### config.mk
export PLATFORM = sky130hd
export DESIGN_NAME = pms_sequencer
export DESIGN_NICKNAME = d
export VERILOG_FILES = /design/src/design/pms_pkg.sv /design/src/design/pms_sequencer.sv
export VERILOG_INCLUDE_DIRS = /design/src /design/src/design
export SDC_FILE = /design/constraint.sdc
export NUM_CORES = 1
export LEC_CHECK = 0
export BUFFER_PORTS_ARGS = -buffer_cell sky130_fd_sc_hd__buf_2
export CORE_UTILIZATION = 61
export CTS_CLUSTER_DIAMETER = 120
export DETAILED_ROUTE_END_ITERATION = 8
export PLACE_DENSITY_LB_ADDON = 0.08
export SETUP_SLACK_MARGIN = 0.02
export SLEW_MARGIN = 10
export SYNTH_ARGS = -nofsm -noshare
export SYNTH_HDL_FRONTEND = slang
export SYNTH_SLANG_ARGS = --single-unit
export TNS_END_PERCENT = 20
### constraint.sdc
create_clock -name clock -period 5.9 [get_ports clock]
set_clock_uncertainty 0.15 [all_clocks]
set_input_delay 0.295 -clock clock [delete_from_list [all_inputs] [get_ports clock]]
set_output_delay 0.295 -clock clock [all_outputs]
set_load 0.03 [all_outputs]
### src/design/pms_defs.svh
`ifndef PMS_DEFS_SVH
`define PMS_DEFS_SVH
// wake stabilisation figures
`define PMS_CLK_MHZ 100
`define PMS_IRC_RESUME_CYC 4
`define PMS_MOSC_RESUME_CYC 4096
`define PMS_IRC_START_US 60
`define PMS_IRC_START_CYC (`PMS_IRC_START_US * `PMS_CLK_MHZ)
`define PMS_FLASH_START_US 100
`define PMS_FLASH_START_CYC (`PMS_FLASH_START_US * `PMS_CLK_MHZ)
`define PMS_RESET_HOLD_CYC 16
`define PMS_BOOT_ADDR 32'h0000_0000
`define PMS_CNT_W 16
`define PMS_WAKE_W 13
// mode select encodings
`define PMS_MODE_SLEEP 2'h0
`define PMS_MODE_DEEP 2'h1
`define PMS_MODE_PDOWN 2'h2
`endif

### src/design/pms_pkg.sv
`default_nettype none
package pms_pkg;
    typedef enum logic [7:0] {
        PMS_RESET = 8'h01,
        PMS_RUN = 8'h02,
        PMS_SLEEP = 8'h04,
        PMS_DEEP = 8'h08,
        PMS_PDOWN = 8'h10,
        PMS_IRC_START = 8'h20,
        PMS_RESUME = 8'h40,
        PMS_OFF = 8'h80
    } pms_state_type;
endpackage : pms_pkg
`default_nettype wire

### src/design/pms_sequencer.sv
// Functional notes
// - light sleep stops only the core clock; resume re-enables it
// - peripherals run in light sleep; reset or enabled interrupt wakes core
// - light sleep keeps DMA access to peripherals; flash and SRAM off
// - deep sleep stops oscillator and clocks; state kept, pins held
// - deep sleep gates RC oscillator output, keeps it, RTC, flash powered
// - deep sleep powers off PLL and zeroes clock dividers
// - deep sleep ends on reset or any enabled wake source
// - deep wake resumes after 4 cycles on RC, 4096 on main oscillator
// - power-down adds RC oscillator power off and flash power-down
// - power-down stops oscillators, PLLs, resets clock selects and dividers
// - real-time clock and watchdog keep running in power-down
// - power-down wake waits 60 us start-up then four cycles
// - flash wake counter covers 100 us; flash blocked until done
// - deepest power-off entered only by real-time clock request
// - deepest power-off left by any chip reset source (pin, watchdog, power-on, brownout) or alarm match
// - option keeps or removes 32 kHz oscillator power in power-off
// - controller hands mask; collector wakes core on any masked interrupt
// - chip reset from pin, watchdog, power-on or brownout
// - internal reset held until pin released, oscillator up, count, flash ready
// - after reset release core fetches from address zero
// - first brownout threshold raises interrupt and status level
// - second brownout threshold asserts chip reset
// - clock from 12 MHz RC oscillator after power-up and power-down wake
`timescale 1ns/10ps
`default_nettype none
`include "pms_defs.svh"

module pms_sequencer #(
    parameter int WAKE_W = `PMS_WAKE_W,
    parameter int MOSC_RESUME_CYC = `PMS_MOSC_RESUME_CYC,
    parameter int IRC_START_CYC = `PMS_IRC_START_CYC,
    parameter int FLASH_START_CYC = `PMS_FLASH_START_CYC,
    parameter int RESET_HOLD_CYC = `PMS_RESET_HOLD_CYC
) (
    input wire logic clock,
    input wire logic reset_n,
    input wire logic reset_pin_n,
    input wire logic watchdog_reset,
    input wire logic power_on_detect,
    input wire logic brownout_stage1,
    input wire logic brownout_stage2,
    input wire logic osc_running,
    input wire logic flash_init_done,
    input wire logic wait_for_interrupt,
    input wire logic [1:0] mode_select,
    input wire logic main_osc_selected,
    input wire logic rtc_power_off_request,
    input wire logic rtc_alarm_match,
    input wire logic keep_32k_osc,
    input wire logic [WAKE_W-1:0] interrupt_mask,
    input wire logic [WAKE_W-1:0] wake_sources,
    output logic chip_reset,
    output logic core_reset,
    output logic [31:0] boot_fetch_addr,
    output logic core_clock_en,
    output logic periph_clock_en,
    output logic dma_periph_access,
    output logic flash_sram_en,
    output logic flash_access_en,
    output logic flash_power_down,
    output logic irc_output_en,
    output logic irc_power_en,
    output logic main_osc_en,
    output logic pll_power_en,
    output logic divider_clear,
    output logic clksel_reset,
    output logic pins_hold,
    output logic rtc_osc_power_en,
    output logic watchdog_run_en,
    output logic main_power_en,
    output logic wake_to_core,
    output logic brownout_irq,
    output logic brownout_status
);

    // ==========================================================
    // reset collection
    // ==========================================================
    logic chip_rst;
    assign chip_rst = !reset_pin_n || watchdog_reset || power_on_detect
        || brownout_stage2;

    pms_pkg::pms_state_type state_q, state_d;
    logic [`PMS_CNT_W-1:0] hold_q;
    logic [`PMS_CNT_W-1:0] resume_q;
    logic [`PMS_CNT_W-1:0] irc_q;
    logic [`PMS_CNT_W-1:0] flash_q;
    logic [1:0] mode_q;
    logic main_q;
    logic [WAKE_W-1:0] mask_q;
    logic wake_hit;

    // ==========================================================
    // wake collector
    // ==========================================================
    // mask captured whenever any sleep mode is requested from run, light sleep included
    always_ff @(posedge clock or negedge reset_n)
    begin
        if (!reset_n)
            mask_q <= '0;
        else if (state_q == pms_pkg::PMS_RUN && wait_for_interrupt)
            mask_q <= interrupt_mask;
    end

    // light sleep uses live mask, stopped modes use captured one
    assign wake_hit = (state_q == pms_pkg::PMS_SLEEP) ?
        |(wake_sources & interrupt_mask) : |(wake_sources & mask_q);

    // ==========================================================
    // main state register
    // ==========================================================
    always_ff @(posedge clock or negedge reset_n)
    begin
        if (!reset_n)
            state_q <= pms_pkg::PMS_RESET;
        else
            state_q <= state_d;
    end

    // mode and oscillator choice taken at entry
    always_ff @(posedge clock or negedge reset_n)
    begin
        if (!reset_n)
        begin
            mode_q <= `PMS_MODE_SLEEP;
            main_q <= 1'b0;
        end
        else if (state_q == pms_pkg::PMS_RUN && wait_for_interrupt)
        begin
            mode_q <= mode_select;
            main_q <= main_osc_selected;
        end
        else if (state_q == pms_pkg::PMS_RESET || state_q == pms_pkg::PMS_IRC_START)
            main_q <= 1'b0;
    end

    // next state
    always_comb
    begin
        state_d = state_q;
        case (state_q)
            pms_pkg::PMS_RESET:
                if (!chip_rst && reset_pin_n && osc_running && flash_init_done
                    && hold_q == RESET_HOLD_CYC[`PMS_CNT_W-1:0])
                    state_d = pms_pkg::PMS_RUN;
            pms_pkg::PMS_RUN:
                if (rtc_power_off_request)
                    state_d = pms_pkg::PMS_OFF;
                else if (wait_for_interrupt)
                begin
                    if (mode_select == `PMS_MODE_SLEEP)
                        state_d = pms_pkg::PMS_SLEEP;
                    else if (mode_select == `PMS_MODE_DEEP)
                        state_d = pms_pkg::PMS_DEEP;
                    else
                        state_d = pms_pkg::PMS_PDOWN;
                end
            pms_pkg::PMS_SLEEP:
                if (wake_hit)
                    state_d = pms_pkg::PMS_RUN;
            pms_pkg::PMS_DEEP:
                if (wake_hit)
                    state_d = pms_pkg::PMS_RESUME;
            pms_pkg::PMS_PDOWN:
                if (wake_hit)
                    state_d = pms_pkg::PMS_IRC_START;
            pms_pkg::PMS_IRC_START:
                if (irc_q == IRC_START_CYC[`PMS_CNT_W-1:0])
                    state_d = pms_pkg::PMS_RESUME;
            pms_pkg::PMS_RESUME:
                if (resume_q == 16'h0001)
                    state_d = pms_pkg::PMS_RUN;
            pms_pkg::PMS_OFF:
                if (rtc_alarm_match)
                    state_d = pms_pkg::PMS_RESET;
            default:
                state_d = pms_pkg::PMS_RESET;
        endcase
        if (chip_rst)
            state_d = pms_pkg::PMS_RESET;
    end

    // ==========================================================
    // wake counters
    // ==========================================================
    // fixed reset hold count
    always_ff @(posedge clock or negedge reset_n)
    begin
        if (!reset_n)
            hold_q <= '0;
        else if (state_q != pms_pkg::PMS_RESET || chip_rst)
            hold_q <= '0;
        else if (hold_q != RESET_HOLD_CYC[`PMS_CNT_W-1:0])
            hold_q <= hold_q + 16'h0001;
    end

    // resume countdown loaded at wake
    always_ff @(posedge clock or negedge reset_n)
    begin
        if (!reset_n)
            resume_q <= '0;
        else if (state_q == pms_pkg::PMS_DEEP && wake_hit)
            resume_q <= main_q ? MOSC_RESUME_CYC[`PMS_CNT_W-1:0]
                : 16'(`PMS_IRC_RESUME_CYC);
        else if (state_q == pms_pkg::PMS_IRC_START)
            resume_q <= 16'(`PMS_IRC_RESUME_CYC);
        else if (state_q == pms_pkg::PMS_RESUME && resume_q != 16'h0000)
            resume_q <= resume_q - 16'h0001;
    end

    // oscillator start-up counter
    always_ff @(posedge clock or negedge reset_n)
    begin
        if (!reset_n)
            irc_q <= '0;
        else if (state_q != pms_pkg::PMS_IRC_START)
            irc_q <= '0;
        else
            irc_q <= irc_q + 16'h0001;
    end

    // flash wake counter, restarts on every power-down exit
    always_ff @(posedge clock or negedge reset_n)
    begin
        if (!reset_n)
            flash_q <= '0;
        else if (state_q == pms_pkg::PMS_PDOWN || state_q == pms_pkg::PMS_OFF)
            flash_q <= '0;
        else if (state_q != pms_pkg::PMS_RESET
            && flash_q != FLASH_START_CYC[`PMS_CNT_W-1:0])
            flash_q <= flash_q + 16'h0001;
    end

    // ==========================================================
    // registered controls
    // ==========================================================
    logic stopped;
    logic pdown;
    assign stopped = state_d == pms_pkg::PMS_DEEP || state_d == pms_pkg::PMS_PDOWN
        || state_d == pms_pkg::PMS_OFF;
    assign pdown = state_d == pms_pkg::PMS_PDOWN || state_d == pms_pkg::PMS_OFF;

    always_ff @(posedge clock or negedge reset_n)
    begin
        if (!reset_n)
        begin
            core_clock_en <= 1'b0;
            periph_clock_en <= 1'b0;
            dma_periph_access <= 1'b0;
            flash_sram_en <= 1'b0;
            irc_output_en <= 1'b1;
            irc_power_en <= 1'b1;
            main_osc_en <= 1'b0;
            pll_power_en <= 1'b0;
            divider_clear <= 1'b1;
            clksel_reset <= 1'b1;
            pins_hold <= 1'b0;
            flash_power_down <= 1'b0;
            rtc_osc_power_en <= 1'b1;
            watchdog_run_en <= 1'b1;
            main_power_en <= 1'b1;
            chip_reset <= 1'b1;
            core_reset <= 1'b1;
            boot_fetch_addr <= `PMS_BOOT_ADDR;
        end
        else
        begin
            core_clock_en <= state_d == pms_pkg::PMS_RUN;
            periph_clock_en <= !stopped && state_d != pms_pkg::PMS_RESET;
            dma_periph_access <= state_d == pms_pkg::PMS_RUN
                || state_d == pms_pkg::PMS_SLEEP;
            flash_sram_en <= state_d == pms_pkg::PMS_RUN;
            irc_output_en <= !stopped;
            irc_power_en <= !pdown;
            main_osc_en <= !stopped && main_osc_selected;
            pll_power_en <= !stopped && state_d != pms_pkg::PMS_RESET;
            divider_clear <= stopped || state_d == pms_pkg::PMS_RESET;
            clksel_reset <= pdown || state_d == pms_pkg::PMS_RESET;
            pins_hold <= stopped;
            flash_power_down <= pdown;
            rtc_osc_power_en <= state_d != pms_pkg::PMS_OFF || keep_32k_osc;
            watchdog_run_en <= state_d != pms_pkg::PMS_OFF;
            main_power_en <= state_d != pms_pkg::PMS_OFF;
            chip_reset <= chip_rst;
            core_reset <= state_d == pms_pkg::PMS_RESET || state_d == pms_pkg::PMS_OFF;
            boot_fetch_addr <= `PMS_BOOT_ADDR;
        end
    end

    // flash access gated by wake counter
    assign flash_access_en = flash_sram_en
        && flash_q == FLASH_START_CYC[`PMS_CNT_W-1:0];
    assign wake_to_core = wake_hit && state_q != pms_pkg::PMS_RUN;

    // brownout first stage is a level to controller and status
    always_ff @(posedge clock or negedge reset_n)
    begin
        if (!reset_n)
        begin
            brownout_irq <= 1'b0;
            brownout_status <= 1'b0;
        end
        else
        begin
            brownout_irq <= brownout_stage1;
            brownout_status <= brownout_stage1;
        end
    end

    // ==========================================================
    // assertions
    // ==========================================================
    AST_SLEEP_CORE_ONLY: assert property (@(posedge clock) disable iff (!reset_n)
        state_q == pms_pkg::PMS_SLEEP |-> !core_clock_en && periph_clock_en)
        else $error("sleep clocks wrong");
    AST_SLEEP_WAKE: assert property (@(posedge clock) disable iff (!reset_n)
        state_q == pms_pkg::PMS_SLEEP && wake_hit && !chip_rst |=> core_clock_en)
        else $error("sleep wake missed");
    AST_DEEP_GATES: assert property (@(posedge clock) disable iff (!reset_n)
        state_q == pms_pkg::PMS_DEEP |-> !pll_power_en && divider_clear && irc_power_en)
        else $error("deep sleep gating wrong");
    AST_DEEP_IRC_RESUME: assert property (@(posedge clock) disable iff (!reset_n)
        state_q == pms_pkg::PMS_DEEP && wake_hit && !main_q && !chip_rst
        |=> !core_clock_en [*4] ##1 core_clock_en)
        else $error("irc resume count wrong");
    AST_PDOWN_FLASH: assert property (@(posedge clock) disable iff (!reset_n)
        state_q == pms_pkg::PMS_PDOWN |-> flash_power_down && !irc_power_en)
        else $error("power-down flash wrong");
    AST_FLASH_BLOCK: assert property (@(posedge clock) disable iff (!reset_n)
        flash_access_en |-> flash_q == FLASH_START_CYC[`PMS_CNT_W-1:0])
        else $error("flash accessed early");
    AST_OFF_ENTRY: assert property (@(posedge clock) disable iff (!reset_n)
        $rose(state_q == pms_pkg::PMS_OFF) |-> $past(rtc_power_off_request))
        else $error("off without rtc request");
    AST_CHIP_RESET: assert property (@(posedge clock) disable iff (!reset_n)
        !reset_pin_n |=> chip_reset && core_reset)
        else $error("reset not raised");
    AST_OFF_32K: assert property (@(posedge clock) disable iff (!reset_n)
        state_q == pms_pkg::PMS_OFF |-> rtc_osc_power_en == $past(keep_32k_osc))
        else $error("32k option wrong");
    AST_DEEP_MODE_TAKEN: assert property (@(posedge clock) disable iff (!reset_n)
        state_q == pms_pkg::PMS_DEEP |-> mode_q == `PMS_MODE_DEEP)
        else $error("deep sleep without deep mode select");

endmodule : pms_sequencer

`default_nettype wire

==> results of run 1 <==
==> area by class of cell <==
type / instances / area, µm² / area share (%)
clock buffer: 9 / 124 / 2.12
clock inverter: 7 / 66.3 / 1.13
inverter: 19 / 71.3 / 1.22
multi-input combinational: 408 / 2550 / 43.6
sequential: 101 / 2540 / 43.4
tap: 105 / 131 / 2.25
timing repair buffer: 68 / 365 / 6.25
==> timing repair <==
action                                  in CTS  in global routing
endpoints found under the hold margin       31                  0
hold buffers                                 3                  0
endpoints found under the setup margin       0                  0
==> logic make-up after synthesis <==
logic type                 after synthesis
buffers and inverters                   69
muxes                                   13
xor gates and xnor gates                51
adders and majority gates                9
DFF                                    101
other                                    1
and+or+nand+nor                        235
AOI/OAI and AO/OA                       68
==> cell usage after synthesis (all sizes together) (2+ instances only) <==
| cell | count | area share (%) |
|---|---|---|
| a211oi | 3 | 0.42 |
| a21oi | 17 | 1.6 |
| a222oi | 2 | 0.37 |
| a22oi | 11 | 1.5 |
| a31oi | 6 | 0.70 |
| and3 | 9 | 1.1 |
| and4 | 4 | 0.65 |
| and4b | 4 | 0.75 |
| buf | 41 | 5.5 |
| clkbuf | 9 | 0.63 |
| dfrtp | 92 | 43 |
| dfstp | 9 | 4.4 |
| ha | 9 | 2.1 |
| inv | 19 | 1.3 |
| mux2 | 13 | 2.7 |
| nand2 | 26 | 1.8 |
| nand2b | 2 | 0.23 |
| nand3 | 23 | 2.1 |
| nand3b | 2 | 0.28 |
| nand4 | 17 | 2.0 |
| nand4b | 5 | 1.1 |
| nor2 | 86 | 6.1 |
| nor2b | 7 | 0.82 |
| nor3 | 18 | 1.7 |
| nor4 | 5 | 0.86 |
| nor4b | 8 | 1.6 |
| o2111ai | 2 | 0.33 |
| o211ai | 2 | 0.28 |
| o21ai | 14 | 1.3 |
| or3 | 11 | 1.3 |
| or4 | 2 | 0.28 |
| xnor2 | 17 | 2.8 |
| xor2 | 34 | 5.6 |
==> critical path, stage by stage, from the launching register on <==
cell,delay (ps)
dfrtp_1,480
nor4_4,560
nand4b_1,760
nand2_1,790
o22a_1,240
o22ai_1,70
==> registers in the layout, indices dropped and copies added, names as in the netlist, 8 cells and up <==
| register | count |
|---|---|
| flash_q | 16 |
| hold_q | 16 |
| irc_q | 16 |
| mask_q | 13 |
| resume_q | 16 |
| state_q | 8 |
==> power by group <==
part / internal (mW) / switching [mW] / total, mW
Clock: 0.165 / 0.252 / 0.416
Combinational: 0.0178 / 0.0568 / 0.0746
Sequential: 0.694 / 0.00205 / 0.696
Total: 0.877 / 0.311 / 1.19
==> metal layers <==
layer	wire, µm	global-route usage, %	up-vias
met5	0	0	-
met2	5220	41.7	102
met4	178	7.96	0
li1	-	-	1977
met1	4650	30.5	1937
met3	352	5.61	16
==> stage by stage <==
step           area, µm²  power (mW)
2_1_floorplan       5480       0.765
3_3_place_gp        5620       0.782
3_5_place_dp        5620       0.783
4_1_cts             5840        1.21
5_1_grt             5840        1.24
6_report            5840        1.19
==> path summary, 6_finish.rpt <==
check                                  start          end  slack [ps]  cells after the start
max                               state_q[7]  resume_q[2]        2730                      5
min                        interrupt_mask[9]    mask_q[9]          30                      2
max reg2reg                       state_q[7]  resume_q[2]        2730                      5
min reg2reg                           main_q       main_q         360                      2
max in group asynchronous            reset_n    mask_q[4]        4200                      3
min in group asynchronous            reset_n  main_osc_en         280                      2
==> metrics.md, run 1 <==
| Metric | Value |
|---|---|
| Status | `completed` |
| Place WS | `2750 ps` |
| Synth-to-layout area growth | `8.93%` |
| CTS tree | `built` |
| Fin cells | `717` |
| Xor/xnor share of the synthesized area | `8.33%` |
| Die Area | `9170 µm²` |
| P per Cell Area | `203 nW/µm²` |
| Async SR Flop Fraction | `100%` |
| EDFF count, synth | `0` |
| Element type at the critical path end | `flop` |
| Routability cong. | `0.936` |
| DR pass1 iterations | `5` |
| Max Fclk | `315 MHz` |
| Core area | `8380 µm²` |
| Slew HR | `44.9%` |
| Yosys warnings | `0` |
| Filler Cell Count | `663` |
| Largest net degree at the start of global routing | `64` |
| Worst Hold Class | `input port to flop` |
| GRT overflow | `0` |
| Seq/Total Area, Yosys | `47.3%` |
| Synthesized-area fraction occupied by adder cells | `2.10%` |
| Initial antenna violation count | `0` |
| Simple-gate share of the synthesized area | `23.5%` |
| CTS H-tree lvls | `3` |
| Initial core utilization | `64.0%` |
| Max-Cap Viols | `0` |
| CTS Buffer Depth | `2` |
| Util after Layout | `69.7%` |
| Row count | `33` |
| Period minus WS final | `3170 ps` |
| Fin nets | `658` |
| Worst Path Arrival | `3260 ps` |
| Distinct cells, synth | `60` |
| Gr usage total | `24.3%` |
| Vias per cell | `5.62` |
| Slew Viols, Final | `0` |
| DR vias | `4032` |
| Drt drc | `0` |
| Postcts setup bufs | `0` |
| Syn Area/Cell | `9.81 µm²` |
| CTS buffer count | `9` |
| Most frequent cells in the layout | `dfrtp_1 (92), nor2_1 (84), buf_2 (61), xor2_1 (34), conb_1 (32)` |
| I/O pins | `95` |
| Cells after Synth | `547` |
| Clk sinks | `101` |
| Final Cycle Share | `53.8%` |
| Routed len/inst | `14.5 µm` |
| Inst Count DP | `698` |
| Unrepaired setup endpoints after global routing | `no` |
| CP max FO | `20` |
| VDD IR-drop max | `0.147 mV` |
| CTS clock-pin slew for the worst setup and hold paths | `100 ps` |
| Post-CTS Resized | `0` |
| DR iter-0 viols | `137` |
| Cell area after synthesis | `5370 µm²` |
| First-pass GRT wire length | `17400 µm` |
| Hold_ws | `28.1 ps` |
| P_leak | `2.72 nW` |
| Die H | `95.8 µm` |
| Most common cell after layout, fill and taps aside | `dfrtp_1` |
| Post-route ant nets | `0` |
| Yosys reg bits | `101` |
| Share of cells above drive strength 1 | `18.6%` |
| Die W | `95.8 µm` |
| Crit Path Class | `flop to flop` |
| Latest clock arrival within the worst-skew pair | `360 ps` |
| Clock root cell | `clkbuf_8` |
| Inserted Diodes | `0` |
| Most used DFF post-synth | `dfrtp_1` |
| Total Wirelength | `10400 µm` |
| Worst-Margin Slew | `823 ps` |
| Post-synthesis compound-gate area fraction | `8.44%` |
| CP Launch Type | `flop` |
| Mux share of post-synthesis cell area | `2.73%` |
| HPWL after DPL | `7560 µm` |
| Setup_tns | `0 ps` |
| CP Data Required Time | `5990 ps` |
| Vias in the first global route | `3852` |
| Final hold vios | `0` |
| Largest family of logic cells by synthesized area | `simple AND/OR/NAND/NOR gates` |
| Final worst slack | `2730 ps` |
| I/O Buffers | `62` |
| Final setup fails | `0` |
Power figures use the tool's default switching activity.
==> run 2: changes to the inputs <==
--- a/config.mk
+++ b/config.mk
@@ -6,8 +6,9 @@
 export SDC_FILE = /design/constraint.sdc
 export NUM_CORES = 1
 export LEC_CHECK = 0
+export ABC_AREA = 1
 export BUFFER_PORTS_ARGS = -buffer_cell sky130_fd_sc_hd__buf_2
-export CORE_UTILIZATION = 61
+export CORE_UTILIZATION = 52
 export CTS_CLUSTER_DIAMETER = 120
 export DETAILED_ROUTE_END_ITERATION = 8
 export PLACE_DENSITY_LB_ADDON = 0.08
==> constraint.sdc (replaced) <==
create_clock -name clock -period 2.6 [get_ports clock]
set_clock_uncertainty 0.15 [all_clocks]
set_input_delay 0.13 -clock clock [delete_from_list [all_inputs] [get_ports clock]]
set_output_delay 0.13 -clock clock [all_outputs]
set_load 0.03 [all_outputs]
==> metrics.md, run 2 <==
| Metric | Value |
|---|---|
| Status | `completed` |
| CP cell instances | `dlygate4sd3_1 -> buf_2 -> nor2_1 -> dlygate4sd3_1 -> nand2_1 -> inv_1 -> nand2_1 -> inv_2 -> nand2_1 -> o21a_1 -> a21oi_1` |
| Max incr delay on CP | `550 ps` |
| Share of cells above drive strength 1 | `17.3%` |
| HPWL after DPL | `9580 µm` |
| Util after Layout | `60.7%` |
| P_leak | `3.19 nW` |
| Total power | `2.97 mW` |
| Top Family by Delay on Critical Path | `buffers and inverters` |
| Setup_tns | `0 ps` |
| Filler Cell Count | `983` |
| Latest clock arrival within the worst-skew pair | `380 ps` |
| Fin cells | `973` |
| Row count | `38` |
| Met3 WL | `526 µm` |
| DR vias | `4968` |
| Most frequent cells in the layout | `nand2_1 (166), inv_1 (94), dfrtp_1 (92), nor2_1 (73), buf_2 (61)` |
| Async SR Flop Fraction | `100%` |
| Worst Path Arrival | `2520 ps` |
| Largest family of logic cells by synthesized area | `simple AND/OR/NAND/NOR gates` |
| Critical path buffer and inverter count | `5` |
| Simple-gate share of the synthesized area | `32.2%` |
| Initial antenna violation count | `0` |
| Post-synthesis compound-gate area fraction | `7.66%` |
| Top cells by area, synth | `dfrtp_1 (40%), nand2_1 (11%), inv_1 (6.1%), buf_4 (5.0%), nor2_1 (4.7%)` |
| Seq/Total Area, Yosys | `43.6%` |
| Vias per cell | `5.11` |
| VDD IR-drop max | `0.322 mV` |
| Xor/xnor share of the synthesized area | `2.41%` |
| Unrepaired setup endpoints after global routing | `no` |
| Synth-to-layout area growth | `13.7%` |
| Routability cong. | `0.903` |
| Final instance area | `6610 µm²` |
| Top cells by count, synth | `nand2_1 (166), inv_1 (94), dfrtp_1 (92), nor2_1 (73), nand3_1 (49)` |
| Place WS | `482 ps` |
| CTS H-tree lvls | `3` |
| Most common cell after layout, fill and taps aside | `nand2_1` |
| DR pass1 iterations | `5` |
| Inserted Diodes | `0` |
| Synthesized-area fraction occupied by adder cells | `1.94%` |
| Yosys top cell by area | `dfrtp_1` |
| Final hold vios | `0` |
| Fin nets | `879` |
| First-pass GRT wire length | `21800 µm` |
| Mux share of post-synthesis cell area | `0%` |
| Top-area cell type share of the netlist area | `39.6%` |
| DR iter-0 viols | `319` |
| Largest net degree at the start of global routing | `55` |
| Element type at the critical path end | `flop` |
| CTS clock-pin slew for the worst setup and hold paths | `100 ps` |
| Crit Path Class | `input port to flop` |
| Placed Area | `6150 µm²` |
| CP max FO | `11` |
| Die Area | `11600 µm²` |
| Clk sinks | `101` |
| Distinct cells, synth | `47` |
| Gr usage total | `24.2%` |
| GRT overflow | `0` |
| Final Cycle Share | `91.0%` |
| CP Data Required Time | `2760 ps` |
| Routed len/inst | `13.0 µm` |
| Most used DFF post-synth | `dfrtp_1` |
| Post-route ant nets | `0` |
| Clock root cell | `clkbuf_8` |
| Top-count cell post-synth | `nand2_1` |
| CP Launch Type | `input port` |
| Worst Hold Class | `input port to asynchronous set/reset pin` |
| Top layer in use | `met4` |
| Cell area after synthesis | `5820 µm²` |
| Max Fclk | `423 MHz` |
| Total Wirelength | `12700 µm` |
| Inst Count DP | `934` |
| Postcts setup bufs | `0` |
| Vias in the first global route | `4683` |
| Cells after Synth | `741` |
| Hold_ws | `46.8 ps` |
| Worst path most repeated cell | `nand2_1` |
| Max-Cap Viols | `0` |
| Yosys warnings | `0` |
| Syn Area/Cell | `7.85 µm²` |
| Final setup fails | `0` |
| Die W | `108 µm` |
| Drt drc | `0` |
| Initial core utilization | `53.4%` |
| Yosys reg bits | `101` |
| Slew Viols, Final | `0` |
| I/O pins | `95` |
| CTS Buffer Depth | `2` |
| EDFF count, synth | `0` |
| Final worst slack | `235 ps` |
| Met2 routed WL | `5970 µm` |
| CTS tree | `built` |
| P per Cell Area | `448 nW/µm²` |
| Period minus WS final | `2370 ps` |
| Core area | `10900 µm²` |
| CTS buffer count | `9` |
| Slowest-stage cell, CP | `dlygate4sd3_1` |
| Die H | `108 µm` |
| Met1 Wirelength | `5910 µm` |
| I/O Buffers | `62` |
[run 2: changes by cell type in the layout (fill, tap and decap cells not counted), moves of 13 or more]
cell / before / now
mux2_2: 13 / 0
nand2_1: 26 / 166
xnor2_1: 17 / 3
dlygate4sd3_1: 3 / 23
o21ai_0: 13 / 29
xor2_1: 34 / 13
nand3_1: 23 / 49
inv_1: 18 / 94
[run 2: worst paths after layout]
check	end	from	slack, ps	depth (start not counted)
setup / recovery	hold_q[12]	brownout_stage2	230	11
hold / removal	flash_q[10]	reset_n	50	2
setup reg to reg	flash_q[4]	state_q[4]	450	9
hold reg to reg	irc_q[0]	irc_q[0]	320	1
max in group asynchronous	state_q[0]	reset_n	1580	3
min in group clock	state_q[4]	rtc_power_off_request	60	4
[run 2: layout make-up]
| class | count | area [µm²] | share of cell area [%] |
|---|---|---|---|
| Timing Repair Buffer | 89 | 586 | 8.86 |
| Tap cell | 140 | 175 | 2.65 |
| Multi-Input combinational cell | 525 | 2690 | 40.7 |
| Clock buffer | 11 | 151 | 2.29 |
| Inverter | 102 | 388 | 5.87 |
| Sequential cell | 101 | 2540 | 38.4 |
| Clock inverter | 5 | 81.3 | 1.23 |
[run 2: timing repair]
item / 4_1_cts / 5_1_grt
hold buffers: 23 / 0
gates resized for setup: 0 / 0
endpoints found under the hold margin: 112 / 0
[run 2: power by group]
| part | total [mW] | internal, mW | switching, mW |
|---|---|---|---|
| Sequential | 1.59 | 1.58 | 0.00820 |
| Clock | 1.15 | 0.598 | 0.547 |
| Combinational | 0.228 | 0.0700 | 0.158 |
[run 2: cell families (layout without fill, tap and decap cells)]
group	Yosys count	in the layout
simple gates	389	389
buf+inv	146	207
other cells	1	32
fa+ha+maj	9	9
flops	101	101
xor+xnor	16	16
compound gates	79	79
[run 2: worst reg2reg max path, stage by stage, from the launching register on]
cell and delay [ps]:
dfrtp_1 450, nor2_2 180, nor3b_2 220, nand2_1 130
nand2_4 130, inv_2 120, nand2_2 250, nand3_1 140
o21ai_0 190, a21oi_1 70
[run 2: layer usage]
metal	global-route usage (%)	vias to the layer above
met3	6.17	14
met1	31.6	2334
met5	0	-
li1	-	2497
met4	7.24	0
met2	39.4	123
